==> src/common/port_status_control_pkg.sv <==
package port_status_control_pkg;

  // Register map
  localparam logic [11:0] port_status_control_addr = 12'h000;

  // Field positions
  localparam int connect_bit   = 0;
  localparam int enabled_bit   = 1;
  localparam int overcur_bit   = 3;
  localparam int reset_bit     = 4;
  localparam int pls_lo        = 5;
  localparam int pls_hi        = 8;
  localparam int power_bit     = 9;
  localparam int speed_lo      = 10;
  localparam int speed_hi      = 13;
  localparam int strobe_bit    = 16;

  // Reset values and link state codes
  localparam logic [3:0] pls_reset       = 4'h4;
  localparam logic [3:0] pls_disabled    = 4'h4;
  localparam logic [3:0] pls_rx_detect   = 4'h5;
  localparam logic [3:0] speed_undefined = 4'h0;

  // Reset sequence length, cycles of pclk
  localparam int unsigned clk_period_ns    = 100;
  localparam int unsigned reset_time_ns    = 50000;
  localparam int unsigned reset_cycles_def = reset_time_ns / clk_period_ns;

  typedef enum logic [2:0]
  {
    st_idle  = 3'b001,
    st_reset = 3'b010,
    st_done  = 3'b100
  } reset_state_t;

endpackage

==> src/hw/port_status_control.sv <==
// Implementation choices: the APB interface to the registers and the address map.
`timescale 1ns/1ns
////////////////////////////////////////////////////////////////////////////////
module port_status_control
#(
  parameter int unsigned reset_cycles = port_status_control_pkg::reset_cycles_def,
  parameter bit          usb3_port    = 1'b1,
  parameter bit          power_ctl    = 1'b1
)
(
  // APB
  input  wire logic        pclk,
  input  wire logic        presetn,
  input  wire logic        psel,
  input  wire logic        penable,
  input  wire logic        pwrite,
  input  wire logic [11:0] paddr,
  input  wire logic [31:0] pwdata,
  input  wire logic [3:0]  pstrb,
  output logic      [31:0] prdata,
  output logic             pready,
  output logic             pslverr,
  // Controller events, same clock
  input  wire logic        controller_reset,
  input  wire logic        max_slots_write,
  // Port side pins
  input  wire logic        device_present_pin,
  input  wire logic [3:0]  device_speed_pin,
  input  wire logic        overcurrent_pin,
  input  wire logic        port_fault_pin,
  input  wire logic        reset_ok_pin,
  input  wire logic [3:0]  link_state_pin,
  // Port control
  output logic             port_power_out,
  output logic             bus_reset_usb2,
  output logic             hot_reset_usb3,
  output logic             link_state_req,
  output logic [3:0]       link_state_req_val
);
  import port_status_control_pkg::*;

  // Reset counter is 16 bits wide
  if (reset_cycles < 1 || reset_cycles > 65535)
  begin
    $error("reset_cycles out of range");
  end

  //////////////////////////////////////////////////////////////////////////////
  // Pin synchronisers
  logic [1:0] present_s_q;
  logic [1:0] oc_s_q;
  logic [1:0] fault_s_q;
  logic [1:0] ok_s_q;
  logic [3:0] speed_s1_q;
  logic [3:0] speed_s2_q;
  logic [3:0] speed_s3_q;
  logic [3:0] speed_q;
  logic [3:0] link_s1_q;
  logic [3:0] link_s2_q;
  logic [3:0] link_s3_q;
  logic [3:0] link_q;

  always_ff @(posedge pclk or negedge presetn)
  begin
    if (!presetn)
    begin
      present_s_q <= 2'h0;
      oc_s_q      <= 2'h0;
      fault_s_q   <= 2'h0;
      ok_s_q      <= 2'h0;
      speed_s1_q  <= 4'h0;
      speed_s2_q  <= 4'h0;
      speed_s3_q  <= speed_undefined;
      link_s1_q   <= pls_reset;
      link_s2_q   <= pls_reset;
      link_s3_q   <= pls_reset;
    end
    else
    begin
      present_s_q <= {present_s_q[0], device_present_pin};
      oc_s_q      <= {oc_s_q[0], overcurrent_pin};
      fault_s_q   <= {fault_s_q[0], port_fault_pin};
      ok_s_q      <= {ok_s_q[0], reset_ok_pin};
      speed_s1_q  <= device_speed_pin;
      speed_s2_q  <= speed_s1_q;
      speed_s3_q  <= speed_s2_q;
      link_s1_q   <= link_state_pin;
      link_s2_q   <= link_s1_q;
      link_s3_q   <= link_s2_q;
    end
  end

  // Multi-bit pins: a word is taken only after two equal samples
  wire speed_steady = (speed_s2_q == speed_s3_q);
  wire link_steady  = (link_s2_q == link_s3_q);

  always_ff @(posedge pclk or negedge presetn)
  begin
    if (!presetn)
    begin
      speed_q <= speed_undefined;
      link_q  <= pls_reset;
    end
    else
    begin
      if (speed_steady)
        speed_q <= speed_s3_q;
      if (link_steady)
        link_q <= link_s3_q;
    end
  end

  //////////////////////////////////////////////////////////////////////////////
  // Decode
  wire reg_hit  = (paddr[11:2] == port_status_control_addr[11:2]);
  wire wr_fire  = psel && penable && pwrite && reg_hit;
  wire wr_low   = wr_fire && pstrb[0];
  wire wr_mid   = wr_fire && pstrb[1];
  wire wr_hi    = wr_fire && pstrb[2];

  logic             enabled_q;
  logic             power_q;
  logic             reset_req_q;
  logic [3:0]       pls_q;
  reset_state_t     rst_st_q;
  reset_state_t     rst_st_d;
  logic [15:0]      rst_cnt_q;

  wire present     = power_q && present_s_q[1];
  wire oc_active   = oc_s_q[1];
  wire sw_disable  = wr_low && pwdata[enabled_bit];
  wire auto_clear  = !present || fault_s_q[1];
  wire start_reset = wr_low && pwdata[reset_bit] && !reset_req_q && power_q;
  wire pls_write   = wr_low && wr_mid && wr_hi && pwdata[strobe_bit] && power_q;
  wire rst_finish  = (rst_st_q == st_reset) && (rst_cnt_q == 16'h0001);
  wire enable_set  = rst_finish && ok_s_q[1];
  wire power_set   = controller_reset || max_slots_write;
  wire power_clr   = oc_s_q[1] && power_q;
  wire power_wr_en = wr_mid;
  wire [3:0] speed = present ? speed_q : speed_undefined;

  //////////////////////////////////////////////////////////////////////////////
  // Reset sequencer
  always_comb
  begin
    rst_st_d = rst_st_q;
    case (rst_st_q)
      st_idle:  if (start_reset) rst_st_d = st_reset;
      st_reset: if (!power_q) rst_st_d = st_idle;
                else if (rst_finish) rst_st_d = st_done;
      st_done:  rst_st_d = st_idle;
      default:  rst_st_d = st_idle;
    endcase
  end

  // presetn carries cold reset; controller_reset clears synchronously
  always_ff @(posedge pclk or negedge presetn)
  begin
    if (!presetn)
    begin
      rst_st_q  <= st_idle;
      rst_cnt_q <= 16'h0000;
    end
    else if (controller_reset)
    begin
      rst_st_q  <= st_idle;
      rst_cnt_q <= 16'h0000;
    end
    else
    begin
      rst_st_q <= rst_st_d;
      if (start_reset)
        rst_cnt_q <= 16'(reset_cycles);
      else if (rst_cnt_q != 16'h0000)
        rst_cnt_q <= rst_cnt_q - 16'h0001;
    end
  end

  //////////////////////////////////////////////////////////////////////////////
  // Port state
  always_ff @(posedge pclk or negedge presetn)
  begin
    if (!presetn)
    begin
      enabled_q   <= 1'b0;
      power_q     <= 1'b0;
      reset_req_q <= 1'b0;
      pls_q       <= pls_reset;
    end
    else if (controller_reset)
    begin
      enabled_q   <= 1'b0;
      power_q     <= 1'b1;
      reset_req_q <= 1'b0;
      pls_q       <= pls_reset;
    end
    else
    begin
      if (power_clr)
        power_q <= 1'b0;
      else if (power_set)
        power_q <= 1'b1;
      else if (power_wr_en && power_ctl)
        power_q <= pwdata[power_bit];

      if (start_reset)
        reset_req_q <= 1'b1;
      else if (rst_finish || !power_q)
        reset_req_q <= 1'b0;

      if (start_reset || auto_clear || !power_q)
        enabled_q <= 1'b0;
      else if (enable_set)
        enabled_q <= 1'b1;
      else if (sw_disable)
        enabled_q <= 1'b0;

      if (pls_write)
        pls_q <= pwdata[pls_hi:pls_lo];
      else if (power_q && !reset_req_q)
        pls_q <= link_q;
    end
  end

  //////////////////////////////////////////////////////////////////////////////
  // Read data and outputs; indicator and strobe bits read zero
  wire [31:0] rd_word = {15'h0000, 1'b0, 2'h0, speed, power_q, pls_q, reset_req_q,
                         oc_active, 1'b0, enabled_q, present};

  always_ff @(posedge pclk or negedge presetn)
  begin
    if (!presetn)
      prdata <= 32'h0000_0000;
    else if (psel && !penable && !pwrite)
      prdata <= reg_hit ? rd_word : 32'h0000_0000;
  end

  assign pready  = 1'b1;
  assign pslverr = psel && penable && !reg_hit;

  always_ff @(posedge pclk or negedge presetn)
  begin
    if (!presetn)
    begin
      link_state_req     <= 1'b0;
      link_state_req_val <= pls_reset;
    end
    else
    begin
      link_state_req <= pls_write;
      if (pls_write)
        link_state_req_val <= pwdata[pls_hi:pls_lo];
    end
  end

  assign port_power_out = power_q;
  assign bus_reset_usb2 = reset_req_q && !usb3_port;
  assign hot_reset_usb3 = reset_req_q && usb3_port;

  //////////////////////////////////////////////////////////////////////////////
  // Checks
  no_sw_enable_a: assert property (@(posedge pclk) disable iff (!presetn)
    (!enabled_q && !rst_finish) |=> !enabled_q)
    else $error("port enabled without reset completion");

  sw_disable_a: assert property (@(posedge pclk) disable iff (!presetn)
    (sw_disable && !enable_set && !controller_reset) |=> !enabled_q)
    else $error("software disable ignored");

  reset_clears_en_a: assert property (@(posedge pclk) disable iff (!presetn)
    (start_reset && !controller_reset) |=> (reset_req_q && !enabled_q))
    else $error("reset start did not clear enable");

  reset_hold_a: assert property (@(posedge pclk) disable iff (!presetn)
    $fell(reset_req_q) |-> ($past(rst_finish) || !$past(power_q) || $past(controller_reset)))
    else $error("reset bit dropped early");

  reset_unpow_a: assert property (@(posedge pclk) disable iff (!presetn)
    (!power_q && !controller_reset) |=> !reset_req_q)
    else $error("reset bit set while unpowered");

  pls_strobe_a: assert property (@(posedge pclk) disable iff (!presetn)
    (wr_fire && !pwdata[strobe_bit] && !power_q && !controller_reset) |=> $stable(pls_q))
    else $error("link state written without strobe");

  strobe_zero_a: assert property (@(posedge pclk) disable iff (!presetn)
    (psel && !penable && !pwrite && reg_hit) |=> (prdata[strobe_bit] == 1'b0))
    else $error("strobe bit read as one");

  oc_power_a: assert property (@(posedge pclk) disable iff (!presetn)
    (power_clr && !controller_reset) |=> !power_q)
    else $error("over-current did not drop power");

  speed_undef_a: assert property (@(posedge pclk) disable iff (!presetn)
    !present |-> (speed == speed_undefined))
    else $error("speed defined without device");

  present_pow_a: assert property (@(posedge pclk) disable iff (!presetn)
    !power_q |-> !present)
    else $error("connect shown while unpowered");

  reset_drive_a: assert property (@(posedge pclk) disable iff (!presetn)
    (start_reset && !controller_reset) |=> (bus_reset_usb2 != hot_reset_usb3))
    else $error("bus reset not driven");

  enable_set_a: assert property (@(posedge pclk) disable iff (!presetn)
    (enable_set && !auto_clear && power_q && !controller_reset) |=> enabled_q)
    else $error("reset completion did not enable");

  pls_nostrobe_a: assert property (@(posedge pclk) disable iff (!presetn)
    (wr_fire && !pwdata[strobe_bit]) |=> !link_state_req)
    else $error("link request without strobe");

  pls_apply_a: assert property (@(posedge pclk) disable iff (!presetn)
    (pls_write && !controller_reset) |=> (link_state_req && pls_q == $past(pwdata[pls_hi:pls_lo])))
    else $error("link state write not applied");

  power_set_a: assert property (@(posedge pclk) disable iff (!presetn)
    (controller_reset || (max_slots_write && !power_clr)) |=> power_q)
    else $error("power flag not set");

  ctl_reset_a: assert property (@(posedge pclk) disable iff (!presetn)
    controller_reset |=> (!enabled_q && !reset_req_q && rst_st_q == st_idle))
    else $error("controller reset ignored");

  unpow_pls_a: assert property (@(posedge pclk) disable iff (!presetn)
    (!power_q && !power_set) |=> $stable(pls_q))
    else $error("link state changed while unpowered");

endmodule

==> config.mk <==
export PLATFORM = sky130hd
export DESIGN_NAME = port_status_control
export DESIGN_NICKNAME = d
export VERILOG_FILES = /design/src/common/port_status_control_pkg.sv /design/src/hw/port_status_control.sv
export SDC_FILE = /design/constraint.sdc
export NUM_CORES = 1
export LEC_CHECK = 0
export BUFFER_PORTS_ARGS = -buffer_cell sky130_fd_sc_hd__buf_4
export CAP_MARGIN = 10
export CORE_ASPECT_RATIO = 0.9
export CORE_MARGIN = 2
export CORE_UTILIZATION = 50
export CTS_CLUSTER_DIAMETER = 30
export DETAILED_ROUTE_END_ITERATION = 10
export MAX_ROUTING_LAYER = met4
export PLACE_DENSITY = 0.89
export SLEW_MARGIN = 20
export SYNTH_ARGS = -nofsm -noshare
export SYNTH_HDL_FRONTEND = slang
export SYNTH_SLANG_ARGS = --single-unit
==> constraint.sdc <==
create_clock -name pclk -period 2.8 [get_ports pclk]
set_input_delay 0.42 -clock pclk [delete_from_list [all_inputs] [get_ports pclk]]
set_output_delay 0.42 -clock pclk [all_outputs]
set_load 0.1 [all_outputs]
==> results.txt <==
TritonCTS buffer count - 9
# rows - 29
ys flop type - dfrtp_1
Diodes inserted - 0
drt total wl - 6850 um
r2r endpoint - rst_cnt_q[7]
Async S/R FF share, synth - 1.000
max-cap violations - 0
Worst setup SP type - flop
largest net degree at the start of global routing - 85
Clock Sinks - 84
max layer used - met4
top cells by area, synth - dfrtp_1, dfstp_2, mux2_2
Register Area - 2111 um2
status - finished, final reports clean
number of global-route vias before repair - 2431
worst hold path class - input pin to asynchronous set/reset pin
PostCTS Resize Cnt - 0
Synth Area per Inst - 12.33 um2
WS Path Type - flop to flop
Post-Route Utilization - 0.6052
Final Setup Violations - 0
Post-Syn Instances - 289
Hold WS - 0.08633 ns
RSZ-0062 raised after global routing - no
I/O pin total - 109
post-CTS setup buffers - 0
hpwl dp - 4808 um
Synth top cells by count - dfrtp_1, buf_4, mux2_2
Yosys Warn Count - 0
DRC Markers - 0
Setup TNS - 0 ns
Max Freq - 442.3 MHz
met3 wire len - 371 um
Routed Antenna Nets - 0
Reg2Reg Depth - 6
Max clock buf depth - 2
Worst VDD drop - 0.5719 mV
Max FO, Critical Path - 13
worst slew pin tran - 0.7497 ns
most common cell in the netlist - dfrtp_1
IO Port Bufs - 60
reg2reg start - rst_cnt_q[0]
DR WL/cell - 15.26 um
relative slew slack - 0.4956
routability cong. - 0.8319
DR vias - 2446
PwrDens - 856.4 nW/um2
Via density - 5.448
nets - 421
crit path capture type - flop
Syn Std Cell Area - 3562 um2
Synth area leader - dfrtp_1
area of the multi-input gates - 1308 um2
met2 routed WL - 3465 um
root buf cell - clkbuf_8
starting density of the core - 0.5113
Final min period - 2.261 ns
total grt overflow - 0
Pleak - 0.001962 uW
clock transition at the registers of the reported paths - 0.09 ns
net switching power - 1357 uW
WP data arrival - 2.50 ns
#FFs+latches synth - 84
drt pass-1 iters - 4
fill count - 537
Clock power frac - 0.228
pre-CTS setup slack - 0.3898 ns
M1 WL - 2913 um
H-Tree Depth - 3
fin crit share - 0.8074
switch share - 0.3757
Synth cell types - 49
CTS tree - yes
Flop pwr share - 0.443
Total GRT Usage - 0.1897
max-slew violation count - 0
R2R setup slack - 0.54 ns
clock latency on the worst-skew pair - 0.35 ns
share of cells above drive strength 1 - 0.3146
die area - 7816 um2
die height - 84.08 um
DIE WIDTH - 92.97 um
Yosys top cell area share - 0.5409
first-pass GRT wire length - 11240 um
Area Overhead vs Synth - 18.37%
Req. time, crit path - 3.04 ns
Final Skew - 0.008328 ns
Core Area - 6967 um2
Post-synth EDFFs - 0
initial DRC count - 192
initial antenna violation count - 0
final hold vios - 0
hold buffers post-CTS - 0
power consumption - 3611 uW
sequential area share after synthesis - 0.5926
Comb power frac - 0.330
final worst slack - 0.5393 ns
total internal power - 2255 uW
-- flip-flops by register name (all words and copies together), names as in the netlist, 2 cells and up --
signal,flops
rst_cnt_q,16
prdata,13
link_q,4
link_s1_q,4
link_s2_q,4
link_s3_q,4
link_state_req_val,4
pls_q,4
speed_q,4
speed_s1_q,4
speed_s2_q,4
speed_s3_q,4
rst_st_q,3
fault_s_q,2
oc_s_q,2
ok_s_q,2
present_s_q,2
-- worst max path at each step --
stage | start | endpoint | slack [ns] | cells past startpoint
6_report | rst_cnt_q[0] | rst_cnt_q[7] | 0.54 | 6
2_1_floorplan | paddr[7] | pslverr | 0.21 | 2
3_3_place_gp | paddr[3] | link_state_req_val[3] | 0.46 | 5
5_1_grt | rst_cnt_q[0] | rst_cnt_q[11] | 0.43 | 6
3_5_place_dp | paddr[3] | link_state_req_val[3] | 0.39 | 5
4_1_cts | rst_cnt_q[0] | rst_cnt_q[7] | 0.57 | 6
-- cells by family (layout without fill, tap and decap cells) --
group                    count (synthesis)  after routing  synth area share
AO/OA/AOI/OAI                           55             55            0.1036
XOR/XNOR                                10             10           0.02459
adder cells (fa/ha/maj)                  3              3           0.01054
buffers and inverters                   35             83           0.06041
flip-flops                              84             84            0.5926
multiplexers                            19             19           0.05866
other                                    2             21          0.002108
AND/OR/NAND/NOR                         81             81            0.1475
-- layout by cell type (no fill, tap or decap), types with 4 or more instances in the layout --
cell      count
a21oi_1      14
nor2_1        9
nor3_1        8
inv_1         4
or4_1         5
clkbuf_8     10
nand4_1       6
conb_1       21
nor4_1        8
nand2_1       7
buf_4        62
mux2_2       15
o22ai_1       4
o21ai_0       8
or3_1         4
nor3b_1       6
dfrtp_1      77
a22o_1       12
mux2i_1       4
dfstp_2       7
nor2b_1       7
xor2_1       10
o31ai_1       4
-- routing by layer --
layer,GRT usage,up-vias
met1,0.2390,1224
met5,-,-
li1,-,1139
met3,0.05962,10
met2,0.2938,73
met4,0.06283,0
-- power groups by stage --
stage	Sequential (uW)	Clock (uW)	Combinational (uW)
floorplan	1570	0	945
CTS	1590	843	1180
global placement	1600	0	1130
global route	1620	889	1330
finish	1600	822	1190
detailed placement	1620	0	1170
-- area by class of cell --
cell class | instances | share of cell area
Clock buffer | 10 | 0.03264
Clock inverter | 6 | 0.01246
Inverter | 4 | 0.003561
Multi-Input combinational cell | 189 | 0.3101
Sequential cell | 84 | 0.5006
Tap cell | 93 | 0.02760
Timing Repair Buffer | 63 | 0.1131
-- critical path, cell delays in order, from the launching register on --
cell	delay, ns
dfrtp_1	0.44
inv_1	0.12
ha_1	0.16
or4b_2	0.77
nor3_1	0.40
or2_2	0.18
a31oi_1	0.07
-- stage by stage --
stage	cell area (um2)	cells
after floorplan	3633	308
after global placement	4023	433
after detailed placement	4023	433
after CTS	4213	449
after global routing	4217	449
final	4217	449
(Power assumes the default switching activity.)
